**src/hdl/acc_regs.svh**
```systemverilog
// register map, field positions and reset values of the comparator control
`ifndef ACC_REGS_SVH
`define ACC_REGS_SVH

// register offsets
`define ACC_ADDR_W 2
`define ACC_OFF_SC0 2'h0
`define ACC_OFF_SC1 2'h1
`define ACC_OFF_SYS 2'h2

// status and control fields
`define ACC_BIT_ENABLE 7
`define ACC_BIT_REFSEL 6
`define ACC_BIT_FLAG 5
`define ACC_BIT_IE 4
`define ACC_BIT_LIVE 3
`define ACC_BIT_OPE 2
`define ACC_MOD_HI 1
`define ACC_MOD_LO 0
`define ACC_SC_WMASK 8'hd7
`define ACC_SC_RESET 8'h00

// system register fields
`define ACC_BIT_CLKGATE 0
`define ACC_BIT_ROUTE0 1
`define ACC_SYS_WMASK 8'h07
`define ACC_SYS_RESET 8'h01

`endif

```
**src/hdl/acc_pkg.sv**
```systemverilog
// types of the comparator control block
package acc_pkg;

  localparam int ACC_NUM_CMP = 2;

  typedef enum logic [3:0] {
    ACC_PWR_RUN = 4'b0001,
    ACC_PWR_WAIT = 4'b0010,
    ACC_PWR_STOP_LIGHT = 4'b0100,
    ACC_PWR_STOP_DEEP = 4'b1000
  } acc_pwr_e;

  typedef enum logic [1:0] {
    ACC_MOD_FALL = 2'b00,
    ACC_MOD_RISE = 2'b01,
    ACC_MOD_FALL_ALT = 2'b10,
    ACC_MOD_BOTH = 2'b11
  } acc_mod_e;

  typedef struct packed {
    acc_pwr_e pwr;
    logic [ACC_NUM_CMP-1:0][7:0] ctrl;
    logic [7:0] sys;
    logic [7:0] rdata;
  } acc_state_s;

  typedef struct packed {
    logic s1;
    logic s2;
    logic prev;
  } acc_edge_s;

endpackage

```
**src/hdl/acc_edge.sv**
```systemverilog
// synchroniser and edge detector for one comparator output
`timescale 1ns/1ps

module acc_edge (
  // clock and reset
  input wire logic clk_in,
  input wire logic rst_n_in,
  input wire logic ce_in,
  // control
  input wire logic adv_in,
  input wire logic clr_in,
  // comparator output, asynchronous
  input wire logic raw_in,
  // results
  output logic live_out,
  output logic rise_out,
  output logic fall_out
);

  acc_pkg::acc_edge_s q;
  acc_pkg::acc_edge_s next_q;

  // s1 feeds only s2; everything else looks at s2 and prev
  always_comb begin
    next_q = q;
    if (clr_in) begin
      next_q = '0;
    end else if (adv_in) begin
      next_q.s1 = raw_in;
      next_q.s2 = q.s1;
      next_q.prev = q.s2;
    end
  end

  always_ff @(posedge clk_in or negedge rst_n_in) begin
    if (!rst_n_in) begin
      q <= '0;
    end else if (ce_in) begin
      q <= next_q;
    end
  end

  // a frozen chain keeps its pending edge; the owner counts it once
  assign live_out = q.s2;
  assign rise_out = q.s2 & ~q.prev;
  assign fall_out = ~q.s2 & q.prev;

endmodule

```
**src/hdl/acc_ctrl.sv**
```systemverilog
// control and status logic of a pair of analog comparators
`timescale 1ns/1ps
`include "acc_regs.svh"


module acc_ctrl (
  // clock and reset
  input wire logic REF_CLK_IN,
  input wire logic NRST_IN,
  input wire logic CE_IN,
  // register port
  input wire logic [`ACC_ADDR_W-1:0] ADDR_IN,
  input wire logic [7:0] WDATA_IN,
  input wire logic WR_IN,
  input wire logic RD_IN,
  output logic [7:0] RDATA_OUT,
  // power modes
  input wire logic WAIT_IN,
  input wire logic STOP_LIGHT_IN,
  input wire logic STOP_DEEP_IN,
  // analog comparators
  input wire logic [acc_pkg::ACC_NUM_CMP-1:0] CMP_RAW_IN,
  output logic [acc_pkg::ACC_NUM_CMP-1:0] CMP_EN_OUT,
  output logic [acc_pkg::ACC_NUM_CMP-1:0] CMP_REF_SEL_OUT,
  // digital output pins
  output logic [acc_pkg::ACC_NUM_CMP-1:0] DOUT_OUT,
  output logic [acc_pkg::ACC_NUM_CMP-1:0] DOUT_OE_OUT,
  // timer capture channel zero
  output logic [acc_pkg::ACC_NUM_CMP-1:0] TIMER_CAP_OUT,
  output logic [acc_pkg::ACC_NUM_CMP-1:0] TIMER_PIN_BLOCK_OUT,
  // shared interrupt request
  output logic IRQ_OUT
);

  localparam int N = acc_pkg::ACC_NUM_CMP;

  // ----------------------------------------------------------------
  // state
  // ----------------------------------------------------------------

  acc_pkg::acc_state_s q;
  acc_pkg::acc_state_s next_q;

  logic [N-1:0] live;
  logic [N-1:0] rise;
  logic [N-1:0] fall;
  logic [N-1:0] event_hit;
  logic [N-1:0] wr_sc;
  logic [N-1:0] enabled;
  logic [N-1:0] adv;
  logic [N-1:0] clr;
  logic stopped;
  logic deep;
  logic clk_on;
  logic run;

  // ----------------------------------------------------------------
  // power mode
  // ----------------------------------------------------------------

  assign stopped = (q.pwr == acc_pkg::ACC_PWR_STOP_LIGHT) ||
                   (q.pwr == acc_pkg::ACC_PWR_STOP_DEEP);
  assign deep = (q.pwr == acc_pkg::ACC_PWR_STOP_DEEP);
  assign clk_on = q.sys[`ACC_BIT_CLKGATE];
  // wait does not stop the block
  assign run = clk_on && !stopped;

  // ----------------------------------------------------------------
  // per comparator event detection
  // ----------------------------------------------------------------

  genvar g;
  generate
    for (g = 0; g < N; g++) begin : gen_cmp
      assign enabled[g] = q.ctrl[g][`ACC_BIT_ENABLE];
      // disabled or in deep stop: chain cleared so live reads zero
      assign clr[g] = !enabled[g] || deep;
      assign adv[g] = run;

      acc_edge u_edge (
        .clk_in(REF_CLK_IN),
        .rst_n_in(NRST_IN),
        .ce_in(CE_IN),
        .adv_in(adv[g]),
        .clr_in(clr[g]),
        .raw_in(CMP_RAW_IN[g]),
        .live_out(live[g]),
        .rise_out(rise[g]),
        .fall_out(fall[g])
      );

      always_comb begin
        event_hit[g] = 1'b0;
        if (run && enabled[g]) begin
          case (acc_pkg::acc_mod_e'(q.ctrl[g][`ACC_MOD_HI:`ACC_MOD_LO]))
            acc_pkg::ACC_MOD_FALL: event_hit[g] = fall[g];
            acc_pkg::ACC_MOD_RISE: event_hit[g] = rise[g];
            acc_pkg::ACC_MOD_FALL_ALT: event_hit[g] = fall[g];
            acc_pkg::ACC_MOD_BOTH: event_hit[g] = rise[g] | fall[g];
            default: event_hit[g] = 1'b0;
          endcase
        end
      end

      assign wr_sc[g] = WR_IN && (ADDR_IN == `ACC_ADDR_W'(g));

      // analog side is off in every stop mode
      assign CMP_EN_OUT[g] = enabled[g] && !stopped;
      // comparator gives high when non-inverting input is larger
      assign CMP_REF_SEL_OUT[g] = q.ctrl[g][`ACC_BIT_REFSEL];
      assign DOUT_OE_OUT[g] = q.ctrl[g][`ACC_BIT_OPE];
      assign DOUT_OUT[g] = q.ctrl[g][`ACC_BIT_OPE] & live[g];
      assign TIMER_PIN_BLOCK_OUT[g] =
        q.sys[`ACC_BIT_ROUTE0 + g];
      assign TIMER_CAP_OUT[g] =
        q.sys[`ACC_BIT_ROUTE0 + g] & live[g];
    end
  endgenerate

  // ----------------------------------------------------------------
  // next state
  // ----------------------------------------------------------------

  always_comb begin
    next_q = q;

    // deep stop outranks light stop, which outranks wait
    if (STOP_DEEP_IN) begin
      next_q.pwr = acc_pkg::ACC_PWR_STOP_DEEP;
    end else if (STOP_LIGHT_IN) begin
      next_q.pwr = acc_pkg::ACC_PWR_STOP_LIGHT;
    end else if (WAIT_IN) begin
      next_q.pwr = acc_pkg::ACC_PWR_WAIT;
    end else begin
      next_q.pwr = acc_pkg::ACC_PWR_RUN;
    end

    for (int i = 0; i < N; i++) begin
      if (deep) begin
        next_q.ctrl[i] = `ACC_SC_RESET;
      end else if (run) begin
        // writes reach the register only while its clock runs
        if (wr_sc[i]) begin
          next_q.ctrl[i] = (WDATA_IN & `ACC_SC_WMASK) |
                           (q.ctrl[i] & ~`ACC_SC_WMASK);
        end
        // flag: write one clears, zero keeps, event wins
        next_q.ctrl[i][`ACC_BIT_FLAG] = event_hit[i] ||
          (q.ctrl[i][`ACC_BIT_FLAG] &&
           !(wr_sc[i] && WDATA_IN[`ACC_BIT_FLAG]));
      end
      // live bit is never stored; it reads from the synchroniser
      next_q.ctrl[i][`ACC_BIT_LIVE] = 1'b0;
    end

    // system register sits outside the gated clock
    if (WR_IN && ADDR_IN == `ACC_OFF_SYS) begin
      next_q.sys = WDATA_IN & `ACC_SYS_WMASK;
    end

    next_q.rdata = 8'h00;
    if (RD_IN) begin
      if (ADDR_IN == `ACC_OFF_SYS) begin
        next_q.rdata = q.sys;
      end else if (ADDR_IN < `ACC_ADDR_W'(N)) begin
        for (int i = 0; i < N; i++) begin
          if (ADDR_IN == `ACC_ADDR_W'(i)) begin
            next_q.rdata = q.ctrl[i];
            next_q.rdata[`ACC_BIT_LIVE] = live[i] & enabled[i];
          end
        end
      end
    end
  end

  // ----------------------------------------------------------------
  // registers
  // ----------------------------------------------------------------

  // a reset during light stop lands here and restores reset state
  always_ff @(posedge REF_CLK_IN or negedge NRST_IN) begin
    if (!NRST_IN) begin
      q.pwr <= acc_pkg::ACC_PWR_RUN;
      q.ctrl <= {N{`ACC_SC_RESET}};
      q.sys <= `ACC_SYS_RESET;
      q.rdata <= 8'h00;
    end else if (CE_IN) begin
      q <= next_q;
    end
  end

  // ----------------------------------------------------------------
  // outputs
  // ----------------------------------------------------------------

  always_comb begin
    IRQ_OUT = 1'b0;
    for (int i = 0; i < N; i++) begin
      IRQ_OUT = IRQ_OUT |
        (q.ctrl[i][`ACC_BIT_FLAG] & q.ctrl[i][`ACC_BIT_IE]);
    end
  end

  assign RDATA_OUT = q.rdata;

  // ----------------------------------------------------------------
  // checks
  // ----------------------------------------------------------------

  a_flag_set_wins: assert property (
    @(posedge REF_CLK_IN) disable iff (!NRST_IN)
    CE_IN && event_hit[0] && wr_sc[0] && WDATA_IN[`ACC_BIT_FLAG]
    |=> q.ctrl[0][`ACC_BIT_FLAG])
    else $error("event lost against flag clear");

  a_flag_one_clears: assert property (
    @(posedge REF_CLK_IN) disable iff (!NRST_IN)
    CE_IN && run && !event_hit[0] && wr_sc[0] &&
    WDATA_IN[`ACC_BIT_FLAG]
    |=> !q.ctrl[0][`ACC_BIT_FLAG])
    else $error("flag not cleared by write of one");

  a_flag_zero_keeps: assert property (
    @(posedge REF_CLK_IN) disable iff (!NRST_IN)
    CE_IN && !deep && wr_sc[1] && !WDATA_IN[`ACC_BIT_FLAG] &&
    q.ctrl[1][`ACC_BIT_FLAG]
    |=> q.ctrl[1][`ACC_BIT_FLAG])
    else $error("flag lost on write of zero");

  a_irq_follows: assert property (
    @(posedge REF_CLK_IN) disable iff (!NRST_IN)
    CE_IN && event_hit[0] && q.ctrl[0][`ACC_BIT_IE] && !wr_sc[0]
    |=> IRQ_OUT)
    else $error("interrupt line disagrees with flags");

  a_live_disabled: assert property (
    @(posedge REF_CLK_IN) disable iff (!NRST_IN)
    CE_IN && RD_IN && ADDR_IN == `ACC_OFF_SC0 && !enabled[0]
    |=> RDATA_OUT[`ACC_BIT_LIVE] == 1'b0)
    else $error("live bit read nonzero while disabled");

  a_rise_sets: assert property (
    @(posedge REF_CLK_IN) disable iff (!NRST_IN)
    CE_IN && run && enabled[0] && rise[0] && !deep &&
    q.ctrl[0][`ACC_MOD_HI:`ACC_MOD_LO] == 2'b01
    |=> q.ctrl[0][`ACC_BIT_FLAG])
    else $error("rising edge did not set flag");

  a_fall_ignored: assert property (
    @(posedge REF_CLK_IN) disable iff (!NRST_IN)
    CE_IN && !q.ctrl[0][`ACC_BIT_FLAG] && !(wr_sc[0] || deep) &&
    q.ctrl[0][`ACC_MOD_HI:`ACC_MOD_LO] == 2'b01 && !rise[0]
    |=> !q.ctrl[0][`ACC_BIT_FLAG])
    else $error("flag set without rising edge");

  a_stop_analog_off: assert property (
    @(posedge REF_CLK_IN) disable iff (!NRST_IN)
    CE_IN && (STOP_LIGHT_IN || STOP_DEEP_IN) |=> CMP_EN_OUT == '0)
    else $error("comparator enabled in stop");

  a_light_hold: assert property (
    @(posedge REF_CLK_IN) disable iff (!NRST_IN)
    q.pwr == acc_pkg::ACC_PWR_STOP_LIGHT ##1
    q.pwr == acc_pkg::ACC_PWR_STOP_LIGHT |-> $stable(q.ctrl))
    else $error("registers changed in light stop");

  a_deep_wipe: assert property (
    @(posedge REF_CLK_IN) disable iff (!NRST_IN)
    CE_IN && deep |=> q.ctrl == {N{`ACC_SC_RESET}} ##1 live == '0)
    else $error("deep stop did not restore reset state");

  a_pin_off: assert property (
    @(posedge REF_CLK_IN) disable iff (!NRST_IN)
    !q.ctrl[0][`ACC_BIT_OPE] |-> !DOUT_OE_OUT[0] && !DOUT_OUT[0])
    else $error("pin carries output while disabled");

  a_gate_freeze: assert property (
    @(posedge REF_CLK_IN) disable iff (!NRST_IN)
    CE_IN && !clk_on && !deep && !STOP_DEEP_IN ##1 !deep
    |-> $stable(q.ctrl))
    else $error("gated comparator state changed");

  a_enable_on: assert property (
    @(posedge REF_CLK_IN) disable iff (!NRST_IN)
    CE_IN && run && wr_sc[0] && WDATA_IN[`ACC_BIT_ENABLE] &&
    !STOP_LIGHT_IN && !STOP_DEEP_IN
    |=> CMP_EN_OUT[0])
    else $error("enable write did not start comparator");

  a_ref_select: assert property (
    @(posedge REF_CLK_IN) disable iff (!NRST_IN)
    CE_IN && run && wr_sc[1]
    |=> CMP_REF_SEL_OUT[1] == $past(WDATA_IN[`ACC_BIT_REFSEL]))
    else $error("reference select does not follow write");

  a_live_reads: assert property (
    @(posedge REF_CLK_IN) disable iff (!NRST_IN)
    CE_IN && RD_IN && ADDR_IN == `ACC_OFF_SC1 && enabled[1]
    |=> RDATA_OUT[`ACC_BIT_LIVE] == $past(live[1]))
    else $error("live bit does not show comparator output");

  a_fall_sets: assert property (
    @(posedge REF_CLK_IN) disable iff (!NRST_IN)
    CE_IN && run && enabled[1] && fall[1] &&
    q.ctrl[1][`ACC_MOD_HI:`ACC_MOD_LO] != 2'b01
    |=> q.ctrl[1][`ACC_BIT_FLAG])
    else $error("falling edge did not set flag");

  a_wait_active: assert property (
    @(posedge REF_CLK_IN) disable iff (!NRST_IN)
    q.pwr == acc_pkg::ACC_PWR_WAIT && enabled[1]
    |-> CMP_EN_OUT[1] && (run == clk_on))
    else $error("comparator stopped in wait mode");

  a_route_cap: assert property (
    @(posedge REF_CLK_IN) disable iff (!NRST_IN)
    q.sys[`ACC_BIT_ROUTE0 + 1]
    |-> TIMER_PIN_BLOCK_OUT[1] && TIMER_CAP_OUT[1] == live[1])
    else $error("routed output missing at capture channel");

  a_irq_shared: assert property (
    @(posedge REF_CLK_IN) disable iff (!NRST_IN)
    CE_IN && event_hit[1] && q.ctrl[1][`ACC_BIT_IE] && !wr_sc[1]
    |=> IRQ_OUT)
    else $error("second comparator event missed shared line");

endmodule

```
**config.mk**
```make
export PLATFORM = sky130hd
export DESIGN_NAME = acc_ctrl
export DESIGN_NICKNAME = d
export VERILOG_FILES = /design/src/hdl/acc_pkg.sv /design/src/hdl/acc_edge.sv /design/src/hdl/acc_ctrl.sv
export VERILOG_INCLUDE_DIRS = /design/src /design/src/hdl
export SDC_FILE = /design/constraint.sdc
export NUM_CORES = 1
export LEC_CHECK = 0
export ABC_CLOCK_PERIOD_IN_PS = 3900
export BUFFER_PORTS_ARGS = -buffer_cell sky130_fd_sc_hd__buf_2
export CAP_MARGIN = 20
export CORE_ASPECT_RATIO = 1.5
export CORE_UTILIZATION = 58
export DETAILED_ROUTE_END_ITERATION = 6
export GPL_ROUTABILITY_DRIVEN = 0
export GPL_TIMING_DRIVEN = 0
export HOLD_SLACK_MARGIN = 0.15
export PLACE_DENSITY = 0.84
export SETUP_SLACK_MARGIN = 0.02
export SYNTH_ARGS = -nofsm -noshare
export SYNTH_HDL_FRONTEND = slang
export SYNTH_SLANG_ARGS = --single-unit
```
**constraint.sdc**
```tcl
create_clock -name REF_CLK_IN -period 3.9 [get_ports REF_CLK_IN]
set_input_delay 0.195 -clock REF_CLK_IN [delete_from_list [all_inputs] [get_ports REF_CLK_IN]]
set_output_delay 0.195 -clock REF_CLK_IN [all_outputs]
set_load 0.005 [all_outputs]
```
==> metrics.txt, run 1 <==
met3 wire length=219 µm; run status=finished, final reports clean; die height=72.09 µm; top cells by area, synth=dfrtp_1 (43%), mux2i_1 (6.9%), a32o_1 (6.3%); HPWL after DPL=3.067 mm; FF-to-FF path depth=4; Row Count=25; Max FO, Critical Path=10; Critical Path Max Stage Delay=590 ps; max-capacitance violation count=0; number of synthesized register bits=35; Syn Inst Count=171; I/O Pins=41; Clk pin slew, worst setup/hold paths=70 ps; Required @ worst endpoint=4130 ps; min Tclk post-route=1778 ps; vias in the first global route=1517; metal2 WL=2.307 mm; Worst Setup Path Type=flop to flop; mean post-synth cell area=11.11 µm²; initial antenna violation count=0; RR Startpoint=clk_on; share of the synthesized area in the top cell type=0.4348; CP Capture Type=flop; CP Cell Sequence=nand2_1 > a21oi_1 > buf_2 > a32o_1; wl on met1=1.623 mm; TritonCTS buffer count=5; GRT overflow=0; CP Launch Point=clk_on; max-slew violations=0; syn_nets=195; TritonRoute pass-1 iters=4; Worst Hold Class=input pin to flop; H-tree depth=2; Root Buffer=clkbuf_8; fin nets=246; core region area=3128 µm²; most common cell after layout, fill and taps aside=buf_2; Peak VDD IR=0.3283 mV; final setup TNS=0 ps; Setup WS pre-CTS=2155 ps; Reg-to-Reg End=q[16]; setup ws final=2122 ps; Clock Skew=5.654 ps; Slew HR=0.4675; Clk Latency, worst-skew pair=290 ps; LEAKAGE=1.121 nW; Yosys top cell by area=dfrtp_1; global-route wire length before repair=7.196 mm; Tcrit/Tclk final=0.4560; endpoints failing setup=0; CTS Buffer Depth=2; Power per Cell Area=389.6 nW/µm²; CP arrival=2010 ps; Vias=1542; Mapped Area=1899 µm²; Worst Path Buf+Inv=1; unrepaired setup endpoints after global routing=no; CTS tree=built; DRC errors left=0; vias per cell=5.863; Total Routing Usage GR=0.2769; R2R Setup Slk=2120 ps; Achievable Freq=562.3 MHz; CP max-delay cell=dfstp_2; synth unique cells=38; DR top layer=met4; antenna-violating nets left=0; stages on the worst setup path=4; Final Hold Fails=0; Die W=48.73 µm; full die area=3512 µm²; # diodes=0; worst slew pin tran=798.8 ps; IO Port Bufs=38; share of layout cells above drive strength 1=0.3318; delay-heaviest family, CP=compound AO/OA/AOI/OAI gates; most frequent cells in the layout=buf_2 (41), dfrtp_1 (33), buf_4 (14); Initial Util=0.6072; clk sinks=35; Area Growth Syn to Fin=20.09%; number of DRC markers in iteration 0=51; sequential area share after synthesis=0.4625; WL per Instance=16.13 µm; CP Capture Point=q[16]; Total Wirelength=4.243 mm; largest net degree at the start of global routing=36; yosys synthesis warning count=0; startpoint types=flop
[synth_stat cells]
cell and count:
dfrtp_1 33, buf_4 14, mux2i_1 13, nand2_1 13, a32o_1 12, nor2_1 11, inv_1 9, o2bb2ai_1 8
a21oi_1 6, and2_1 6, ha_1 4, buf_2 3, mux2_2 3, o211ai_4 3, o21ai_0 3, a211o_1 2
a21boi_0 2, and3_1 2, clkbuf_1 2, dfstp_2 2, nand3b_1 2, o2111ai_1 2, a22o_1 1, a31oi_1 1
a31oi_2 1, and2_0 1, buf_1 1, nand3_1 1, nand4b_1 1, nor2b_4 1, nor3b_1 1, nor3b_2 1
o311a_1 1, o32ai_1 1, o41ai_1 1, or2_2 1, or4b_4 1, xor2_1 1
[report_power, final]
| part | total (W) | internal [W] | switching, W |
|---|---|---|---|
| sequential | 0.000442 | 0.000402 | 0.0000401 |
| clock | 0.000255 | 0.000125 | 0.000130 |
| combinational | 0.000191 | 0.0000975 | 0.0000935 |
| total | 0.000889 | 0.000625 | 0.000264 |
[registers in the layout (all words and copies together), names as in the netlist]
name	count
gen_cmp.u_edge.live_out	2
RDATA_OUT	8
enabled	2
gen_cmp.u_edge.q	4
DOUT_OE_OUT	2
CMP_REF_SEL_OUT	2
TIMER_PIN_BLOCK_OUT	2
q	12
clk_on	1
[worst reg2reg max path, cell delays in order, from the launching register on]
cell,delay (ps)
dfstp_2,590
nand2_1,90
a21oi_1,500
buf_2,340
a32o_1,200
[how the worst min path moves through the flow]
| stage | from | endpoint | slack [ps] | depth (start not counted) |
|---|---|---|---|---|
| floorplan | NRST_IN | CMP_REF_SEL_OUT[0] | -100 | 0 |
| global placement | NRST_IN | RDATA_OUT[4] | 300 | 1 |
| detailed placement | NRST_IN | RDATA_OUT[4] | 310 | 1 |
| CTS | WDATA_IN[4] | q[20] | 160 | 2 |
| global route | WDATA_IN[7] | enabled[1] | 170 | 2 |
| finish | CMP_RAW_IN[0] | gen_cmp[0].u_edge.q[2] | 160 | 3 |
[routing by layer]
metal	global-route usage	up-vias
met5	0	-
met4	0.1536	0
met3	0.06918	8
met2	0.4892	54
met1	0.3013	763
li1	-	717
[per-stage QoR]
stage | instance area [µm²] | total power (W) | utilization | std cells | hold WS, ps
after floorplan | 1899 | 0.0005647 | - | 171 | -100.6
after global placement | 2140 | 0.0006227 | 0.6840 | 249 | 297.0
after detailed placement | 2140 | 0.0006341 | 0.6840 | 249 | 313.5
after CTS | 2281 | 0.0008923 | 0.7292 | 263 | 161.0
after global routing | 2281 | 0.0009317 | 0.7292 | 263 | 166.8
final | 2281 | 0.0008887 | 0.7292 | 263 | 160.9
[cell type report]
class	count	area (µm²)
timing repair buffer	44	250.2
inverter	9	33.78
multi-input combinational	107	855.8
clock buffer	7	76.32
buffer	20	131.4
tap	40	50.05
sequential	35	878.3
clock inverter	1	5.005
fill	268	847.1
[cell families (layout without fill, tap and decap cells)]
kind of cell               Yosys count  count (layout)  share of synthesized area
DFF                                 35              35                     0.4624
buffers and inverters               29              81                    0.08695
adders and majority gates            4               4                    0.02635
xor gates and xnor gates             1               1                   0.004612
and+or+nand+nor                     42              42                     0.1206
AOI/OAI and AO/OA                   44              44                     0.2128
muxes                               16              16                    0.08629
[repair_timing]
item / 4_1_cts / 5_1_grt
endpoints found under the hold margin: 36 / 0
resized for setup: 0 / 0
setup buffers: 0 / 0
hold buffers: 6 / 0
Power figures use the tool's default switching activity.
==> run 2, diff against run 1 <==
--- a/config.mk
+++ b/config.mk
@@ -6,16 +6,17 @@
 export SDC_FILE = /design/constraint.sdc
 export NUM_CORES = 1
 export LEC_CHECK = 0
-export ABC_CLOCK_PERIOD_IN_PS = 3900
+export ABC_AREA = 1
+export ABC_CLOCK_PERIOD_IN_PS = 1780
 export BUFFER_PORTS_ARGS = -buffer_cell sky130_fd_sc_hd__buf_2
 export CAP_MARGIN = 20
 export CORE_ASPECT_RATIO = 1.5
-export CORE_UTILIZATION = 58
+export CORE_UTILIZATION = 54
 export DETAILED_ROUTE_END_ITERATION = 6
 export GPL_ROUTABILITY_DRIVEN = 0
 export GPL_TIMING_DRIVEN = 0
 export HOLD_SLACK_MARGIN = 0.15
-export PLACE_DENSITY = 0.84
+export PLACE_DENSITY = 0.79
 export SETUP_SLACK_MARGIN = 0.02
 export SYNTH_ARGS = -nofsm -noshare
 export SYNTH_HDL_FRONTEND = slang
==> constraint.sdc (replaced) <==
create_clock -name REF_CLK_IN -period 1.78 [get_ports REF_CLK_IN]
set_input_delay 0.089 -clock REF_CLK_IN [delete_from_list [all_inputs] [get_ports REF_CLK_IN]]
set_output_delay 0.089 -clock REF_CLK_IN [all_outputs]
set_load 0.005 [all_outputs]
==> metrics.txt, run 2 <==
CTS tree=built (unchanged); Critical Path Max Stage Delay=560 ps (was 590 ps); syn_nets=253 (was 195); most common cell after layout, fill and taps aside=nand2_1 (was buf_2); CP Cell Sequence=nor2_4 > nand2_4 > buf_6 > nand2_1 > a21oi_1 > buf_2 (was nand2_1 > a21oi_1 > buf_2 > a32o_1); PostCTS Resize Cnt=0 (unchanged); Worst Hold Class=input pin to flop (unchanged); number of DRC markers in iteration 0=30 (was 51); TritonRoute pass-1 iters=4 (unchanged); Clock Skew=3.573 ps (was 5.654 ps); Worst Setup Path Type=flop to output pin (was flop to flop); share of layout cells above drive strength 1=0.3715 (was 0.3318); # diodes=0 (unchanged); startpoint types=flop (unchanged); Syn Inst Count=229 (was 171); mean post-synth cell area=8.747 µm² (was 11.11 µm²); CP Capture Type=output pin (was flop); Tot Pwr=0.002560 W (was 0.0008887 W); clock network power share=0.247 (was 0.287); gr busiest metal=met2 (unchanged); switch share=0.3350 (was 0.2967); Synth top cells by count=nand2_1 (53), dfrtp_1 (33), inv_1 (25) (was dfrtp_1 (33), buf_4 (14), mux2i_1 (13), nand2_1 (13), a32o_1 (12)); Setup WS pre-CTS=387.6 ps (was 2155 ps); fin nets=311 (was 246); min Tclk post-route=1637 ps; die height=76.60 µm (was 72.09 µm); top_reg_cell synth=dfrtp_1 (unchanged); Final Util=0.7114 (was 0.7292); Max FO, Critical Path=10 (unchanged); synth unique cells=27 (was 38); Slew HR=0.4845 (was 0.4675); GR Util met1=0.2993 (was 0.3013); worst slew pin tran=773.3 ps (was 798.8 ps); vias in the first global route=1661 (was 1517); global-route wire length before repair=7.569 mm (was 7.196 mm); largest net degree at the start of global routing=36 (unchanged); Post-CTS Hold Fix Bufs=13 (was 6); antenna-violating nets left=0 (unchanged); global routing usage on met3=0.05988 (was 0.06918); setup ws final=142.7 ps (was 2122 ps); H-tree depth=2 (unchanged); endpoints failing setup=0 (unchanged); Mapped Area=2003 µm² (was 1899 µm²); Clk pin slew, worst setup/hold paths=70 ps (about the same); TritonCTS buffer count=5 (unchanged); full die area=3962 µm² (was 3512 µm²); initial antenna violation count=0 (unchanged); Comb power frac=0.310 (was 0.215); max-slew violations=0 (unchanged); run status=finished, final reports clean (unchanged); top cells by area, synth=dfrtp_1 (41%), nand2_1 (9.9%), buf_4 (6.0%) (was dfrtp_1 (43%), mux2i_1 (6.9%), a32o_1 (6.3%)); unrepaired setup endpoints after global routing=no (unchanged); share of the synthesized area in the top cell type=0.4122 (was 0.4348); Fin Hold WS=150.7 ps (was 160.9 ps); max FFs per register=12 (unchanged); final setup TNS=0 ps (unchanged); sequential area share after synthesis=0.4385 (was 0.4625); clk sinks=35 (unchanged); WL per Instance=13.24 µm (was 16.13 µm); most frequent cells in the layout=nand2_1 (53), buf_2 (39), dfrtp_1 (33) (was buf_2 (41), dfrtp_1 (33), buf_4 (14)); Area Growth Syn to Fin=23.61% (was 20.09%); core region area=3481 µm² (was 3128 µm²); Total Routing Usage GR=0.2589 (was 0.2769); IO Port Bufs=38 (unchanged); LEAKAGE=1.330 nW (was 1.121 nW); CP arrival=1550 ps (was 2010 ps); Die W=51.73 µm (was 48.73 µm); register bank with the most flops=q (unchanged); Required @ worst endpoint=1690 ps (was 4130 ps); Setup Fix Bufs, Post-CTS=0 (unchanged); most frequent cell after synthesis=nand2_1 (was dfrtp_1); Tcrit/Tclk final=0.9198; CTS Buffer Depth=2 (unchanged); Clk Latency, worst-skew pair=290 ps (about the same); Total Wirelength=4.370 mm (was 4.243 mm); Vias=1663 (was 1542); Row Count=26 (was 25); GRT met2 Usage=0.4325 (was 0.4892); number of synthesized register bits=35 (unchanged); sequential power share=0.443 (was 0.498); I/O Pins=41 (unchanged); CP max-delay cell=dfstp_2 (unchanged); Power per Cell Area=1034 nW/µm² (was 389.6 nW/µm²); Pint=0.001702 W (was 0.0006251 W); Yosys top cell by area=dfrtp_1 (unchanged); yosys synthesis warning count=0 (unchanged); DRC errors left=0 (unchanged); GRT overflow=0 (unchanged); Sw Pwr=0.0008575 W (was 0.0002637 W); Achievable Freq=610.8 MHz; async set-reset flop share out of synthesis=1.000 (unchanged); Initial Util=0.5755 (was 0.6072); Peak VDD IR=0.7055 mV (was 0.3283 mV); max-capacitance violation count=0 (unchanged); HPWL after DPL=3.223 mm (was 3.067 mm); Final Hold Fails=0 (unchanged); vias per cell=5.039 (was 5.863); Root Buffer=clkbuf_8 (unchanged); Post-synth EDFFs=0 (unchanged)
## run 2: cell families after synthesis
group / count (synthesis) / share of synthesized area
simple gates: 89 / 0.2249
fa+ha+maj: 4 / 0.02499
compound gates: 49 / 0.1611
mux: 3 / 0.01686
buf+inv: 49 / 0.1337
flops: 35 / 0.4385
## run 2: area by class of cell
type | instances | area, µm²
Buffer | 20 | 158.9
Timing Repair Buffer | 51 | 320.3
Sequential cell | 35 | 878.3
Clock buffer | 8 | 100.1
Inverter | 29 | 108.9
Fill cell | 279 | 1005
Multi-Input combinational cell | 145 | 857.1
Tap cell | 42 | 52.55
## run 2: power groups by stage
stage / Combinational [W] / Sequential, W / Clock (W)
2_1_floorplan: 0.000572 / 0.00109 / 0
3_3_place_gp: 0.000750 / 0.00114 / 0
3_5_place_dp: 0.000772 / 0.00114 / 0
4_1_cts: 0.000799 / 0.00113 / 0.000635
5_1_grt: 0.000894 / 0.00116 / 0.000668
6_report: 0.000794 / 0.00113 / 0.000631
## run 2: per-layer routing
layer | vias to the layer above | part of all wire
met5 | - | 0
met4 | 0 | 0.034
met3 | 10 | 0.045
met2 | 47 | 0.51
met1 | 771 | 0.41
li1 | 835 | -
## run 2: final timing paths
path                               from                         end  slack, ps  cells after the start
min                               CE_IN                       q[34]        150                      2
max                               q[32]               CMP_EN_OUT[1]        140                      6
min reg2reg                RDATA_OUT[7]                RDATA_OUT[7]        490                      1
max reg2reg                       q[33]                       q[20]        370                      8
max in group asynchronous       NRST_IN                       q[20]        870                      2
min in group asynchronous       NRST_IN  gen_cmp[0].u_edge.live_out        420                      2
## run 2: worst max-delay path, delay by kind of cell (launching register included)
kind | cells | cell delay, ps
flops | 1 | 560
compound gates | 1 | 140
buf+inv | 2 | 290
simple gates | 3 | 280
## run 2: per-stage QoR
| stage | cells | area (µm²) |
|---|---|---|
| detailed placement | 309 | 2246 |
| global placement | 309 | 2246 |
| finish | 330 | 2476 |
| CTS | 330 | 2476 |
| floorplan | 229 | 2003 |
| global route | 330 | 2476 |
